[config.mk]
export PLATFORM = sky130hd
export DESIGN_NAME = bfd_flashover_core
export DESIGN_NICKNAME = d
export VERILOG_FILES = /design/src/core/bfd_pkg.sv /design/src/core/bfd_flashover_core.sv
export VERILOG_INCLUDE_DIRS = /design/src /design/src/core
export SDC_FILE = /design/constraint.sdc
export NUM_CORES = 1
export LEC_CHECK = 0
export ABC_CLOCK_PERIOD_IN_PS = 11400
export BUFFER_PORTS_ARGS = -buffer_cell sky130_fd_sc_hd__buf_2
export CORE_MARGIN = 8
export CORE_UTILIZATION = 30
export CTS_BUF_LIST = sky130_fd_sc_hd__clkbuf_4
export DETAILED_ROUTE_END_ITERATION = 12
export GPL_TIMING_DRIVEN = 1
export SLEW_MARGIN = 20
export SYNTH_ARGS = -nofsm -noshare
export SYNTH_HDL_FRONTEND = slang
export SYNTH_SLANG_ARGS = --single-unit
[constraint.sdc]
create_clock -name clk_i -period 11.4 [get_ports clk_i]
set_clock_uncertainty 0.2 [all_clocks]
set_input_delay 1.14 -clock clk_i [delete_from_list [all_inputs] [get_ports clk_i]]
set_output_delay 1.14 -clock clk_i [all_outputs]
set_load 0.1 [all_outputs]
[src/core/bfd_defines.svh]
// register map, field positions, reset values and timing counts
`ifndef BFD_DEFINES_SVH
`define BFD_DEFINES_SVH

// register byte offsets
`define BFD_CTRL_OFS        8'h00
`define BFD_VPKP_OFS        8'h04
`define BFD_DVPKP_OFS       8'h08
`define BFD_IPKP_OFS        8'h0C
`define BFD_DELAY_OFS       8'h10
`define BFD_STATUS_OFS      8'h14
`define BFD_TGTCLR_OFS      8'h18

// control register fields
`define BFD_CTRL_EN_BIT     0
`define BFD_CTRL_SIDE1_BIT  1
`define BFD_CTRL_SIDE2_LSB  2
`define BFD_CTRL_TGT_LSB    4
`define BFD_CTRL_EVT_BIT    6
`define BFD_CTRL_USEST_BIT  7
`define BFD_CTRL_WYE_BIT    8
`define BFD_CTRL_W          9

// reset values and setting limits
`define BFD_CTRL_RST        9'h184
`define BFD_VPKP_RST        16'h0352
`define BFD_VPKP_MAX        16'h05DC
`define BFD_DVPKP_RST       17'h003E8
`define BFD_DVPKP_MAX       17'h186A0
`define BFD_IPKP_RST        16'h0258
`define BFD_IPKP_MAX        16'h05DC
`define BFD_DELAY_RST       16'h0064

// timing
`define BFD_CLK_NS          10
`define BFD_MS_NS           1000000
`define BFD_MS_CYCLES       (`BFD_MS_NS / `BFD_CLK_NS)
`define BFD_SPV_CYCLES      6
`define BFD_PASS_PER_CYCLE  8
`define BFD_SPV_PASSES      6'(`BFD_SPV_CYCLES * `BFD_PASS_PER_CYCLE)

`endif

[src/core/bfd_pkg.sv]
// types shared by the breaker flashover detector
package bfd_pkg;
    typedef logic [15:0]       bfd_pu_t;
    typedef logic [2:0][15:0]  bfd_phase_pu_t;
    typedef logic [2:0][16:0]  bfd_phase_volt_t;
    typedef enum logic [1:0] {
        BFD_SIDE2_NONE,
        BFD_SIDE2_MEASUREMENT_SOURCE_ONE,
        BFD_SIDE2_MEASUREMENT_SOURCE_TWO
    } bfd_side2_e;
    typedef enum logic [1:0] {
        BFD_TGT_SELF,
        BFD_TGT_LATCH,
        BFD_TGT_OFF
    } bfd_target_e;
endpackage

[src/core/bfd_flashover_core.sv]
// breaker flashover detector with apb settings and status
//
// Contract
// one or two voltage sets; second side none means single set
// single set arms on live voltage, breaker open, no current
// single set ignores voltage difference when arming
// single set picks up on open, voltage below pickup, current above
// reset on current gone, breaker closed or supervision high
// two sets arm on difference above, one voltage live, no current
// two sets pick up on both sides low, difference low, current
// pickup drives pickup outputs and starts 0 to 65.535 s ms timer
// two sets may run without breaker status, status optional
// live voltage on either or both sides arms the detector
// voltage pickup 0 to 1.500 pu in 0.001 steps
// difference pickup 0 to 100000 primary volts in 1 V steps
// current pickup 0 to 1.500 pu in 0.001 steps
// breaker open status taken per pole, detection per pole
// per pole supervision operand governs that pole
// supervision effect lasts 6 power cycles after it resets
// only operates with phase to ground voltages connected
// element disabled unless enable setting set, default disabled
// operate only after pickup persists for the pickup delay
// block input clears pickup, operate and the delay timer
// target self reset, latched until cleared, or disabled
//
// Register access over APB and the register addresses were left to the implementer.
`include "bfd_defines.svh"
`timescale 1ns/10ps
module bfd_flashover_core #(
    parameter int unsigned MS_CYCLES = `BFD_MS_CYCLES
) (
    input  wire logic                     clk_i,
    input  wire logic                     reset_n_i,
    input  wire logic                     psel_i,
    input  wire logic                     penable_i,
    input  wire logic                     pwrite_i,
    input  wire logic [7:0]               paddr_i,
    input  wire logic [31:0]              pwdata_i,
    output logic      [31:0]              prdata_o,
    output logic                          pready_o,
    output logic                          pslverr_o,
    input  wire logic                     pass_i,
    input  wire bfd_pkg::bfd_phase_pu_t   measurement_source_one_volt_i,
    input  wire bfd_pkg::bfd_phase_pu_t   measurement_source_two_volt_i,
    input  wire bfd_pkg::bfd_phase_pu_t   measurement_source_one_amp_i,
    input  wire bfd_pkg::bfd_phase_pu_t   measurement_source_two_amp_i,
    input  wire bfd_pkg::bfd_phase_volt_t diff_volt_i,
    input  wire logic [2:0]               pole_open_i,
    input  wire logic [2:0]               pole_supervision_i,
    input  wire logic                     block_input_i,
    output logic      [2:0]               pickup_o,
    output logic                          pickup_any_o,
    output logic                          operate_o,
    output logic                          target_o,
    output logic                          event_o
);
    import bfd_pkg::*;

    logic [1:0]                rst_sync_r;
    logic                      rst_n;
    logic [`BFD_CTRL_W-1:0]    ctrl_r;
    bfd_pu_t                   vpkp_r;
    logic [16:0]               dvpkp_r;
    bfd_pu_t                   ipkp_r;
    logic [15:0]               delay_r;
    logic                      wr_en;
    logic                      rd_en;
    logic                      hit;
    logic                      tgt_clr;
    logic [31:0]               rd_val;
    logic                      enable;
    logic                      two_set;
    logic                      use_status;
    logic                      wye;
    bfd_target_e               tgt_mode;
    bfd_side2_e                side2;
    bfd_phase_pu_t             v1;
    bfd_phase_pu_t             v2;
    bfd_phase_pu_t             amp;
    logic [2:0]                spv_eff;
    logic [2:0][5:0]           spv_cnt_r;
    logic [2:0]                armed_r;
    logic [2:0]                pkp_r;
    logic [2:0]                arm_cond;
    logic [2:0]                pick_cond;
    logic [2:0]                rst_cond;
    logic                      run;
    logic                      pkp_any;
    logic [31:0]               ms_pre_r;
    logic [15:0]               elapsed_r;
    logic                      op_r;
    logic                      tgt_r;
    logic                      op_d_r;

    // above threshold test, per unit values; at-or-below is its negation
    function automatic logic above(input bfd_pu_t val, input bfd_pu_t thr);
        above = (val > thr);
    endfunction

    // clamp a per unit setting to its top of range
    function automatic bfd_pu_t clamp_pu(input logic [31:0] wd,
                                         input bfd_pu_t mx);
        clamp_pu = (wd > {16'h0000, mx}) ? mx : wd[15:0];
    endfunction

    // reset release through two flip-flops
    always_ff @(posedge clk_i or negedge reset_n_i) begin
        if (!reset_n_i) begin
            rst_sync_r <= 2'h0;
        end else begin
            rst_sync_r <= {rst_sync_r[0], 1'b1};
        end
    end
    assign rst_n = rst_sync_r[1];

    // apb decode, zero wait state
    assign wr_en     = psel_i && penable_i && pwrite_i;
    assign rd_en     = psel_i && !penable_i && !pwrite_i;
    assign pready_o  = 1'b1;
    assign pslverr_o = psel_i && penable_i && !hit;
    assign tgt_clr   = wr_en && (paddr_i == `BFD_TGTCLR_OFS) && pwdata_i[0];

    // address decode and read mux
    always_comb begin
        hit    = 1'b1;
        rd_val = 32'h0000_0000;
        if (paddr_i == `BFD_CTRL_OFS) begin
            rd_val[`BFD_CTRL_W-1:0] = ctrl_r;
        end else if (paddr_i == `BFD_VPKP_OFS) begin
            rd_val[15:0] = vpkp_r;
        end else if (paddr_i == `BFD_DVPKP_OFS) begin
            rd_val[16:0] = dvpkp_r;
        end else if (paddr_i == `BFD_IPKP_OFS) begin
            rd_val[15:0] = ipkp_r;
        end else if (paddr_i == `BFD_DELAY_OFS) begin
            rd_val[15:0] = delay_r;
        end else if (paddr_i == `BFD_STATUS_OFS) begin
            // target, operate, armed, pickup and any pickup, low two zero
            rd_val[10:0] = {tgt_r, op_r, armed_r, pkp_r, pkp_any, 2'h0};
            rd_val[31:16] = elapsed_r;
        end else if (paddr_i == `BFD_TGTCLR_OFS) begin
            rd_val = 32'h0000_0000;
        end else begin
            hit = 1'b0;
        end
    end

    // read data captured in the setup cycle
    always_ff @(posedge clk_i or negedge rst_n) begin
        if (!rst_n) begin
            prdata_o <= 32'h0000_0000;
        end else if (rd_en) begin
            prdata_o <= rd_val;
        end
    end

    // settings registers, clamped to their ranges
    always_ff @(posedge clk_i or negedge rst_n) begin
        if (!rst_n) begin
            ctrl_r  <= `BFD_CTRL_RST;
            vpkp_r  <= `BFD_VPKP_RST;
            dvpkp_r <= `BFD_DVPKP_RST;
            ipkp_r  <= `BFD_IPKP_RST;
            delay_r <= `BFD_DELAY_RST;
        end else if (wr_en) begin
            if (paddr_i == `BFD_CTRL_OFS) begin
                ctrl_r <= pwdata_i[`BFD_CTRL_W-1:0];
            end else if (paddr_i == `BFD_VPKP_OFS) begin
                vpkp_r <= clamp_pu(pwdata_i, `BFD_VPKP_MAX);
            end else if (paddr_i == `BFD_DVPKP_OFS) begin
                dvpkp_r <= (pwdata_i > {15'h0000, `BFD_DVPKP_MAX}) ?
                           `BFD_DVPKP_MAX : pwdata_i[16:0];
            end else if (paddr_i == `BFD_IPKP_OFS) begin
                ipkp_r <= clamp_pu(pwdata_i, `BFD_IPKP_MAX);
            end else if (paddr_i == `BFD_DELAY_OFS) begin
                delay_r <= pwdata_i[15:0];
            end
        end
    end

    // control fields
    assign enable     = ctrl_r[`BFD_CTRL_EN_BIT];
    assign side2      = bfd_side2_e'(ctrl_r[`BFD_CTRL_SIDE2_LSB +: 2]);
    assign two_set    = (side2 != BFD_SIDE2_NONE);
    assign tgt_mode   = bfd_target_e'(ctrl_r[`BFD_CTRL_TGT_LSB +: 2]);
    assign use_status = ctrl_r[`BFD_CTRL_USEST_BIT] || !two_set;
    assign wye        = ctrl_r[`BFD_CTRL_WYE_BIT];
    assign run        = enable && wye;

    // source selection for both sides
    assign v1  = ctrl_r[`BFD_CTRL_SIDE1_BIT] ? measurement_source_two_volt_i : measurement_source_one_volt_i;
    assign amp = ctrl_r[`BFD_CTRL_SIDE1_BIT] ? measurement_source_two_amp_i : measurement_source_one_amp_i;
    assign v2  = (side2 == BFD_SIDE2_MEASUREMENT_SOURCE_TWO) ? measurement_source_two_volt_i : measurement_source_one_volt_i;

    // supervision hold, reloaded while high, counts passes after release
    always_ff @(posedge clk_i or negedge rst_n) begin
        if (!rst_n) begin
            spv_cnt_r <= '0;
        end else begin
            for (int p = 0; p < 3; p++) begin
                if (pole_supervision_i[p]) begin
                    spv_cnt_r[p] <= `BFD_SPV_PASSES;
                end else if (pass_i && spv_cnt_r[p] != 6'h00) begin
                    spv_cnt_r[p] <= spv_cnt_r[p] - 6'h01;
                end
            end
        end
    end

    // per pole arm, pickup and reset terms
    always_comb begin
        for (int p = 0; p < 3; p++) begin
            spv_eff[p] = pole_supervision_i[p] ||
                         (spv_cnt_r[p] != 6'h00);
            if (two_set) begin
                arm_cond[p] = (diff_volt_i[p] > dvpkp_r) &&
                              (above(v1[p], vpkp_r) ||
                               above(v2[p], vpkp_r)) &&
                              !above(amp[p], ipkp_r);
                pick_cond[p] = !above(v1[p], vpkp_r) &&
                               !above(v2[p], vpkp_r) &&
                               (diff_volt_i[p] < dvpkp_r) &&
                               above(amp[p], ipkp_r);
            end else begin
                arm_cond[p] = above(v1[p], vpkp_r) &&
                              !above(amp[p], ipkp_r);
                pick_cond[p] = !above(v1[p], vpkp_r) &&
                               above(amp[p], ipkp_r);
            end
            arm_cond[p]  = arm_cond[p] &&
                           (pole_open_i[p] || !use_status);
            pick_cond[p] = pick_cond[p] &&
                           (pole_open_i[p] || !use_status);
            rst_cond[p]  = spv_eff[p] ||
                           (use_status && !pole_open_i[p]);
        end
    end

    // arm and pickup state, evaluated once per protection pass
    always_ff @(posedge clk_i or negedge rst_n) begin
        if (!rst_n) begin
            armed_r <= 3'h0;
            pkp_r   <= 3'h0;
        end else if (!run) begin
            armed_r <= 3'h0;
            pkp_r   <= 3'h0;
        end else if (pass_i) begin
            for (int p = 0; p < 3; p++) begin
                if (rst_cond[p]) begin
                    armed_r[p] <= 1'b0;
                    pkp_r[p]   <= 1'b0;
                end else if (pkp_r[p]) begin
                    pkp_r[p] <= above(amp[p], ipkp_r);
                end else if (armed_r[p] && pick_cond[p]) begin
                    pkp_r[p] <= 1'b1;
                end else if (arm_cond[p]) begin
                    armed_r[p] <= 1'b1;
                end
            end
        end
    end

    assign pkp_any = (|pkp_r) && !block_input_i;

    // pickup delay timer in milliseconds
    always_ff @(posedge clk_i or negedge rst_n) begin
        if (!rst_n) begin
            ms_pre_r  <= 32'h0000_0000;
            elapsed_r <= 16'h0000;
        end else if (!pkp_any) begin
            ms_pre_r  <= 32'h0000_0000;
            elapsed_r <= 16'h0000;
        end else if (ms_pre_r == MS_CYCLES - 1) begin
            ms_pre_r <= 32'h0000_0000;
            if (elapsed_r != 16'hFFFF) begin
                elapsed_r <= elapsed_r + 16'h0001;
            end
        end else begin
            ms_pre_r <= ms_pre_r + 32'h0000_0001;
        end
    end

    // registered outputs, block forces them inactive
    always_ff @(posedge clk_i or negedge rst_n) begin
        if (!rst_n) begin
            pickup_o     <= 3'h0;
            pickup_any_o <= 1'b0;
            op_r         <= 1'b0;
        end else begin
            pickup_o     <= block_input_i ? 3'h0 : pkp_r;
            pickup_any_o <= pkp_any;
            op_r         <= pkp_any && (elapsed_r >= delay_r);
        end
    end
    assign operate_o = op_r;

    // target indication; a new operate wins over a clear
    always_ff @(posedge clk_i or negedge rst_n) begin
        if (!rst_n) begin
            tgt_r <= 1'b0;
        end else begin
            case (tgt_mode)
                BFD_TGT_SELF: begin
                    tgt_r <= op_r;
                end
                BFD_TGT_LATCH: begin
                    if (op_r) begin
                        tgt_r <= 1'b1;
                    end else if (tgt_clr) begin
                        tgt_r <= 1'b0;
                    end
                end
                default: begin
                    tgt_r <= 1'b0;
                end
            endcase
        end
    end
    assign target_o = tgt_r;

    // event pulse on pickup or operate rising edge; operate keeps its own
    // delayed copy so a delayed operate still gives a pulse of its own
    always_ff @(posedge clk_i or negedge rst_n) begin
        if (!rst_n) begin
            op_d_r  <= 1'b0;
            event_o <= 1'b0;
        end else begin
            op_d_r  <= op_r;
            event_o <= ctrl_r[`BFD_CTRL_EVT_BIT] &&
                       ((pkp_any && !pickup_any_o) || (op_r && !op_d_r));
        end
    end
endmodule

After elaboration in Yosys (flattened, before gate mapping):

Cells that the tools add are included.
Widths: inputs -> output; s select.

* flip-flop bits (word level): 188
* bits in latches: 0
* RAM bits: 0
* ROM bits: 0
* bits of input ports: 296
* output and inout port bits: 41
* logic and storage cells: 251
* memories: 0

* add/sub/neg operators: 5
* multiply operators: 0
* div/mod/pow operators: 0
* magnitude comparators: 18
* eq/ne operators: 23
* shift-type cells: 0
* mux-type cells: 77
* bitwise logic cells: 4
* reductions and logical operators: 102

Operators by type and width (count)
* $mux 32: 8
* $mux 16: 11
* $gt 16x16->1: 9
* $mux 48: 3
* $gt 17x17->1: 3
* $lt 17x17->1: 3
* $logic_and 1x1->1: 49
* $mux 1: 36
* $mux 6: 6
* $mux 17: 2
* $add 32x1->32 const B: 1
* $eq 32x17->1 const B: 1
* $gt 32x11->1 const B: 1
* $gt 32x17->1 const B: 1
* $ne 3x3->1 const B: 10
* $eq 8x5->1 const B: 3
* $mux 23: 1
* $logic_not 1->1: 20
* $reduce_bool 6->1: 3
* $sub 6x1->6 const B: 3
* $add 16x1->16 const B: 1
* $eq 8x4->1 const B: 2
* $ge 16x16->1: 1
* $ne 16x16->1 const B: 1
* other kinds (22): 50

Depth between registers and ports, before layout:

Gate-level depths: netlist of run 1.

* word-level depth: 15
* mapped depth: 12
* mapped depth without buffers: 10

Least setup slack after synthesis of run 1:

No wires, ideal clock.

* path type: input -> output
* start point: in paddr_i[4]
* end point: out pslverr_o
* arrival: 3472 ps
* required time: 10060 ps
* setup slack: 6588 ps
* cell stages on the path: 4
* cell sequence: clkbuf_1 buf_1 nand3_1 a21oi_1

* word-level cells in the longest chain between the ends: 10

RTL lines
* start: declaration: RTL line bfd_flashover_core.sv:37 `input wire logic [7:0] paddr_i,`
* $eq 8x5->1 (no source line)
* $mux 1: RTL line bfd_flashover_core.sv:141 `` end else if (paddr_i == `BFD_TGTCLR_OFS) begin ``
* $mux 1: RTL line bfd_flashover_core.sv:137 `` end else if (paddr_i == `BFD_STATUS_OFS) begin ``
* $mux 1: RTL line bfd_flashover_core.sv:135 `` end else if (paddr_i == `BFD_DELAY_OFS) begin ``
* $mux 1: RTL line bfd_flashover_core.sv:133 `` end else if (paddr_i == `BFD_IPKP_OFS) begin ``
* $mux 1: RTL line bfd_flashover_core.sv:131 `` end else if (paddr_i == `BFD_DVPKP_OFS) begin ``
* $mux 1: RTL line bfd_flashover_core.sv:129 `` end else if (paddr_i == `BFD_VPKP_OFS) begin ``
* $mux 1 *: RTL line bfd_flashover_core.sv:127 `` if (paddr_i == `BFD_CTRL_OFS) begin ``
* $logic_not 1->1 *: RTL line bfd_flashover_core.sv:120 `assign pslverr_o = psel_i && penable_i && !hit;`
* $logic_and 1x1->1 *: RTL line bfd_flashover_core.sv:120
* end: declaration: RTL line bfd_flashover_core.sv:41 `output logic pslverr_o,`

Every way passes the cells marked *; elsewhere a longest branch is shown, timed or not.

Worst setup path after layout of run 1:

* start point: in paddr_i[1]
* end point: reg dvpkp_r[10]

* word-level cells in the longest chain between the ends: 3

RTL lines
* $eq 8x3->1 (no source line) or $logic_not 8->1 (tied branches)
* $not 1->1 (no source line)
* $reduce_and 4->1 (no source line) *
* end signal: assignment: RTL line bfd_flashover_core.sv:162 `` dvpkp_r <= `BFD_DVPKP_RST; ``
* end signal: assignment: RTL line bfd_flashover_core.sv:171 `` dvpkp_r <= (pwdata_i > {15'h0000, `BFD_DVPKP_MAX}) ? ``
* end: declaration: RTL line bfd_flashover_core.sv:63 `logic [16:0] dvpkp_r;`

Marks and branches as above.
A chain may end at the register's enable or synchronous reset.

==> results of run 1 <==
## cells in the mapped netlist, drive strengths merged, types with 11 or more instances
library cell | count | area, sq um
a21o | 15 | 113
or3 | 12 | 75.1
and3 | 14 | 87.6
or4 | 12 | 93.8
a21oi | 113 | 569
ha | 218 | 2730
nand2b | 11 | 68.8
mux2 | 145 | 1630
nor4 | 18 | 128
nor3 | 23 | 115
a22o | 30 | 263
nor2 | 104 | 393
nand4 | 47 | 294
o211ai | 13 | 97.6
clkbuf | 51 | 191
xnor2 | 17 | 149
nor2b | 17 | 106
nand2 | 168 | 631
nand3 | 49 | 245
mux2i | 20 | 200
dfstp | 21 | 552
xor2 | 39 | 342
dfrtp | 167 | 4180
inv | 93 | 349
buf | 13 | 61.3
o21ai | 96 | 480
## power breakdown
part / total, mW / internal (mW) / switching [mW]
clock network: 0.360 / 0.114 / 0.246
registers: 0.701 / 0.684 / 0.0166
logic: 0.298 / 0.124 / 0.174
## kinds of logic (layout without fill, tap and decap cells)
family | Yosys count | after routing | synth area share
DFF | 188 | 188 | 0.314
xor gates and xnor gates | 56 | 56 | 0.0326
muxes | 165 | 165 | 0.122
AOI/OAI and AO/OA | 348 | 348 | 0.145
adders and majority gates | 218 | 218 | 0.181
buffers and inverters | 157 | 467 | 0.0400
and+or+nand+nor | 505 | 505 | 0.165
other | 1 | 8 | 0.000249
## final timing paths
kind,cells after the start,startpoint,to,slack [ns]
max,7,paddr_i[1],dvpkp_r[10],6.69
min,0,rst_sync_r[1],ms_pre_r[21],0.07
max reg2reg,9,ctrl_r[1],pkp_r[1],7.11
min reg2reg,0,rst_sync_r[1],ms_pre_r[21],0.07
max in group asynchronous,1,rst_sync_r[1],vpkp_r[12],9.64
min in group clk_i,0,rst_sync_r[0],rst_sync_r[1],0.18
## state kept, by name, summed over array words and instances, names as in the netlist, 2 cells and up
| name | flops |
|---|---|
| ipkp_r | 16 |
| rst_sync_r | 2 |
| vpkp_r | 16 |
| dvpkp_r | 17 |
| armed_r | 3 |
| elapsed_r | 16 |
| ctrl_r | 9 |
| prdata_o | 32 |
| spv_cnt_r | 18 |
| delay_r | 16 |
| ms_pre_r | 32 |
| pickup_o | 3 |
| pkp_r | 3 |
## worst max-delay path: cells and delay by family
family / cells / cell delay (ns)
AO/OA/AOI/OAI: 2 / 1.15
AND/OR/NAND/NOR: 4 / 2.54
buffers and inverters: 1 / 0.09
## layer usage
metal  track usage  vias up  share of wire
li1              -     6593              -
met5             0        -        0.00044
met3        0.0317       72          0.059
met1         0.226     6479           0.43
met2         0.296      403           0.47
met4        0.0612        4          0.034
## final cells by class
class / count / area, sq um
Clock buffer: 19 / 143
Antenna cell: 6 / 15.0
Multi-Input combinational cell: 1294 / 9730
Fill cell: 5205 / 32200
Clock inverter: 13 / 119
Inverter: 93 / 349
Sequential cell: 188 / 4740
Timing Repair Buffer: 342 / 1740
Tap cell: 672 / 841
==> results.sh, run 1 <==
export IMPL_coreArea_sq_um=49900
export IMPL_path_class="in -> reg"
export IMPL_worstSkewPairLatency_ns=0.60
export IMPL_synth_avg_cell_area_sq_um=9.19
export IMPL_synth_edff_count=0
export IMPL_final_common_cell="sky130_fd_sc_hd__buf_2"
export IMPL_cts_num_sinks=188
export IMPL_placement_cell_area_sq_um=17400
export IMPL_totalPowerFinal_mw=1.36
export IMPL_netlist_cell_type_count=67
export IMPL_via_count_of_the_first_global_routing_pass=13745
export IMPL_tightest_slew_ns=1.03
export IMPL_grt_antenna_before_repair=8
export IMPL_floorplan_initialDensity=0.302
export IMPL_synthesis_instances=1638
export IMPL_yosys_most_used_dff="sky130_fd_sc_hd__dfrtp_1"
export IMPL_cts_hold_fix_bufs=0
export IMPL_yosysSeqAreaShare=0.314
export IMPL_crit_arrival_ns=4.93
export IMPL_period_needed_ns=4.71
export IMPL_timing_final_setup_violations=0
export IMPL_grt_ovfl_total=0
export IMPL_row_count=82
export IMPL_slowest_delay_ns=1.02
export IMPL_wire_length_per_cell_after_detailed_routing_microns=19.9
export IMPL_cts_max_level=4
export IMPL_design_portCount=337
export IMPL_flow_area_growth_from_synthesis_pct=17.4
export IMPL_post_route_cells_drive_above_1_share=0.286
export IMPL_final_core_util=0.354
export IMPL_layout_cells_most_common_list="335 x sky130_fd_sc_hd__buf_2, 218 x sky130_fd_sc_hd__ha_1, 168 x sky130_fd_sc_hd__nand2_1"
export IMPL_port_buffers=335
export IMPL_place_ws_ns=6.18
export IMPL_fin_crit_sh=0.413
export IMPL_run_status="complete, no violations"
export IMPL_slew_headroom=0.311
export IMPL_design_die_area_sq_um=57600
export IMPL_post_synth_instance_area_sq_um=15100
export IMPL_drc=0
export IMPL_routed_via_count=13551
export IMPL_cts_root_buffer_cell="sky130_fd_sc_hd__clkbuf_4"
export IMPL_die_h_microns=240
export IMPL_instances_no_fill=2627
export IMPL_floorplan_die_width_microns=240
export IMPL_grtUsageTotal=0.176
export IMPL_dr_pass1_iters=8
export IMPL_synthArstFlopShare=1.00
export IMPL_fin_area_sq_um=17700
export IMPL_post_cts_resized_instances=0
export IMPL_total_routed_length_microns=52400
export IMPL_cts_path_max_buffers=2
export IMPL_number_of_buffers_added_for_setup_after_cts=0
export IMPL_number_of_buffers_inserted_during_clock_tree_synthesis=17
export IMPL_cell_total_after_placement=2589
export IMPL_final_max_slew_violation_count=0
export IMPL_cts_tree="built"
export IMPL_drt_initial_drc_count=816
export IMPL_final_hold_worst_slack_ns=0.0740
export IMPL_timing_critical_path_cells="buf_2 -> or4_1 -> or3_1 -> nor2_2 -> nand2_1 -> a311oi_2 -> a22oi_1"
export IMPL_power_density_nw_per_um2=76.9
export IMPL_cts_reportedPaths_clkPinSlew_ns=0.17
export IMPL_critPathMaxFanout=24
export IMPL_pin_count_of_the_biggest_net_entering_global_routing=86
export IMPL_hold_class="reg -> async"
export IMPL_final_setup_tns_ns=0
export IMPL_total_leakage_power_nw=8.10
export IMPL_weighted_congestion_reported_at_the_end_of_routability_driven_placement=0.901
export IMPL_net_count_of_the_finished_layout=2450
export IMPL_startpoint_type="primary input"
export IMPL_timing_max_cap_violations=0
export IMPL_unrepaired_setup_endpoints_after_global_routing="no"
export IMPL_worst_endpoint_required_ns=11.62
export IMPL_ir_worst_vdd_mv=0.0918
export IMPL_post_dp_hpwl_microns=43200
export IMPL_timing_fmax_mhz=212
export IMPL_timing_critical_path_to_type="flop"
export IMPL_vias_per_cell=5.16
export IMPL_grt_first_pass_wirelength_microns=79300
export IMPL_hold_violations=0
export IMPL_slowest_stage="sky130_fd_sc_hd__a311oi_2"
export IMPL_ys_warnings_count=0
export IMPL_detail_route_antenna_nets=0
export IMPL_final_setup_worst_slack_ns=6.69
export IMPL_yosys_register_bits=188
No activity file was read; power rests on OpenSTA's default activity.
==> run 2: changes to the inputs <==
--- a/config.mk
+++ b/config.mk
@@ -6,7 +6,8 @@
 export SDC_FILE = /design/constraint.sdc
 export NUM_CORES = 1
 export LEC_CHECK = 0
-export ABC_CLOCK_PERIOD_IN_PS = 11400
+export ABC_AREA = 1
+export ABC_CLOCK_PERIOD_IN_PS = 4900
 export BUFFER_PORTS_ARGS = -buffer_cell sky130_fd_sc_hd__buf_2
 export CORE_MARGIN = 8
 export CORE_UTILIZATION = 30
==> constraint.sdc (replaced) <==
create_clock -name clk_i -period 4.9 [get_ports clk_i]
set_clock_uncertainty 0.2 [all_clocks]
set_input_delay 0.49 -clock clk_i [delete_from_list [all_inputs] [get_ports clk_i]]
set_output_delay 0.49 -clock clk_i [all_outputs]
set_load 0.1 [all_outputs]
==> results.sh, run 2 <==
export IMPL_grt_first_pass_wirelength_microns=89600
export IMPL_final_hold_worst_slack_ns=0.0850
export IMPL_synthTopCellsByCount="755 x sky130_fd_sc_hd__nand2_1, 287 x sky130_fd_sc_hd__inv_1, 218 x sky130_fd_sc_hd__ha_1"
export IMPL_post_synth_main_area_contributors="sky130_fd_sc_hd__dfrtp_1 26%, sky130_fd_sc_hd__nand2_1 18%, sky130_fd_sc_hd__ha_1 17%"
export IMPL_cts_tree="built"
export IMPL_detail_route_antenna_nets=0
export IMPL_worst_endpoint_required_ns=5.24
export IMPL_final_fill_count=5843
export IMPL_total_leakage_power_nw=9.90
export IMPL_post_synth_instance_area_sq_um=16000
export IMPL_min_delay_worst_endpoint="spv_cnt_r[12]"
export IMPL_yosys_cell_count_top_type="sky130_fd_sc_hd__nand2_1"
export IMPL_cts_max_level=4
export IMPL_synth_top_cell_by_area="sky130_fd_sc_hd__dfrtp_1"
export IMPL_unrepaired_setup_endpoints_after_global_routing="no"
export IMPL_cell_total_after_placement=3334
export IMPL_cts_path_max_buffers=2
export IMPL_timing_max_cap_violations=0
export IMPL_fin_area_sq_um=19000
export IMPL_weighted_congestion_reported_at_the_end_of_routability_driven_placement=0.952
export IMPL_regToRegStartpoint="ctrl_r[1]"
export IMPL_design_portCount=337
export IMPL_floorplan_initialDensity=0.304
export IMPL_floorplan_die_width_microns=247
export IMPL_final_core_util=0.361
export IMPL_crit_arrival_ns=3.61
export IMPL_globalRouteMet3Util=0.0435
export IMPL_tightest_slew_ns=0.960
export IMPL_startpoint_type="flop"
export IMPL_cts_root_buffer_cell="sky130_fd_sc_hd__clkbuf_4"
export IMPL_synth_largest_type_area_fraction=0.261
export IMPL_ys_warnings_count=0
export IMPL_synthArstFlopShare=1.00
export IMPL_run_status="complete, no violations"
export IMPL_hold_violations=0
export IMPL_grt_antenna_before_repair=15
export IMPL_grtUsageMet2=0.314
export IMPL_net_count_of_the_finished_layout=3202
export IMPL_timing_fmax_mhz=306
export IMPL_final_setup_tns_ns=0
export IMPL_port_buffers=335
export IMPL_netlist_cell_type_count=54
export IMPL_synthesis_instances=2360
export IMPL_design_die_area_sq_um=61100
export IMPL_worst_hold_path_num_cells=4
export IMPL_holdCritStartpoint="pass_i"
export IMPL_yosys_most_used_dff="sky130_fd_sc_hd__dfrtp_1"
export IMPL_timing_critical_path_to_type="flop"
export IMPL_worstSkewPairLatency_ns=0.61
export IMPL_synth_edff_count=0
export IMPL_vias_per_cell=4.78
export IMPL_flow_area_growth_from_synthesis_pct=18.4
export IMPL_placement_cell_area_sq_um=18400
export IMPL_number_of_buffers_inserted_during_clock_tree_synthesis=17
export IMPL_layout_cells_most_common_list="754 x sky130_fd_sc_hd__nand2_1, 335 x sky130_fd_sc_hd__buf_2, 287 x sky130_fd_sc_hd__inv_1"
export IMPL_number_of_buffers_added_for_setup_after_cts=0
export IMPL_fin_crit_sh=0.667
export IMPL_final_common_cell="sky130_fd_sc_hd__nand2_1"
export IMPL_routed_via_count=16260
export IMPL_power_density_nw_per_um2=169
export IMPL_drc=0
export IMPL_yosys_register_bits=188
export IMPL_r2r_setup_slack_ns=1.63
export IMPL_timing_final_setup_violations=0
export IMPL_grt_busiest_layer="met2"
export IMPL_yosysSeqAreaShare=0.295
export IMPL_largestRegisters="ms_pre_r: 32 flops, prdata_o: 32 flops, spv_cnt_r: 18 flops"
export IMPL_row_count=84
export IMPL_grtUsageTotal=0.188
export IMPL_period_needed_ns=3.27
export IMPL_cts_num_sinks=188
export IMPL_wire_length_per_cell_after_detailed_routing_microns=17.3
export IMPL_total_routed_length_microns=58900
export IMPL_instances_no_fill=3400
export IMPL_crit_reg2reg_capture="armed_r[0]"
export IMPL_die_h_microns=247
export IMPL_path_class="reg -> reg"
export IMPL_post_route_cells_drive_above_1_share=0.160
export IMPL_coreArea_sq_um=52700
export IMPL_critPathMaxFanout=47
export IMPL_rr_worst_depth=13
export IMPL_final_max_slew_violation_count=0
export IMPL_cts_reportedPaths_clkPinSlew_ns=0.16
export IMPL_hold_class="in -> reg"
export IMPL_dr_pass1_iters=7
export IMPL_met1_usage=0.243
export IMPL_pin_count_of_the_biggest_net_entering_global_routing=112
export IMPL_slew_headroom=0.358
export IMPL_synth_avg_cell_area_sq_um=6.79
export IMPL_grt_ovfl_total=0
export IMPL_drt_initial_drc_count=1164
export IMPL_via_count_of_the_first_global_routing_pass=15684
export IMPL_post_dp_hpwl_microns=48700
export IMPL_ir_worst_vdd_mv=0.103
==> run 2: cell count changes after synthesis, sizes merged, moves of 17 or more <==
cell,change
xnor2,-17
clkbuf,-18
nor3,+28
a22o,-30
mux2i,-17
o21ai,+84
o22ai,+19
nand2,+593
inv,+206
a21oi,+47
mux2,-145
nor2b,-17
nor2,+112
==> run 2: how the worst max path moves through the flow <==
stage | depth (start not counted) | start | endpoint
finish | 13 | ctrl_r[1] | armed_r[0]
global route | 19 | ctrl_r[2] | armed_r[1]
CTS | 16 | ctrl_r[1] | armed_r[1]
detailed placement | 16 | ctrl_r[1] | armed_r[1]
global placement | 16 | ctrl_r[1] | armed_r[1]
floorplan | 8 | paddr_i[0] | pslverr_o
==> run 2: where the power goes <==
group	total, mW	leakage, nW	switching [mW]	internal [mW]
combinational	0.699	7.33	0.423	0.277
clock	0.882	0.141	0.559	0.323
sequential	1.63	2.43	0.0400	1.59
==> run 2: worst max-delay path, cell delays in order (launching register included) <==
cell and delay (ns):
sky130_fd_sc_hd__dfrtp_4 0.50, sky130_fd_sc_hd__inv_2 0.65, sky130_fd_sc_hd__o21ai_0 0.25, sky130_fd_sc_hd__ha_1 0.35
sky130_fd_sc_hd__nand2_1 0.08, sky130_fd_sc_hd__nor3_1 0.37, sky130_fd_sc_hd__nand2_1 0.10, sky130_fd_sc_hd__nand2_1 0.07
sky130_fd_sc_hd__nand2_1 0.20, sky130_fd_sc_hd__nand2_1 0.15, sky130_fd_sc_hd__inv_1 0.04, sky130_fd_sc_hd__nor2_1 0.08
sky130_fd_sc_hd__nand2_1 0.06, sky130_fd_sc_hd__a21oi_1 0.11
==> run 2: timing repair <==
action                                 CTS  global route
resized for setup                        0             0
endpoints found under the hold margin   45             0
hold buffers                            22             0
==> run 2: routing by layer <==
layer	wire (microns)	share of wire
met1	25800	0.44
met2	27200	0.46
met3	4670	0.079
met4	1200	0.020
met5	75	0.0013
==> run 2: cells by family after synthesis <==
logic type,Yosys count,share of synthesized area
muxes,3,0.00187
adders and majority gates,218,0.170
other,1,0.000234
AOI/OAI and AO/OA,407,0.137
and+or+nand+nor,1157,0.295
DFF,188,0.295
xor gates and xnor gates,27,0.0148
buffers and inverters,359,0.0856
==> run 2: final cells by class <==
type	instances	area, sq um	area share
timing repair buffer	366	2010	0.106
tap	688	861	0.0453
inverter	301	1130	0.0595
multi-input combinational	1814	9940	0.524
sequential	188	4740	0.250
antenna	11	27.5	0.00145
clock inverter	11	120	0.00633
clock buffer	21	158	0.00830
==> run 2: per-stage QoR <==
step                      power, mW  setup slack, ns
after global routing           3.41             1.31
after floorplan                2.06           -0.308
after detailed placement       2.34             1.63
final                          3.21             1.63
after CTS                      3.24             1.61
after global placement         2.34             1.65
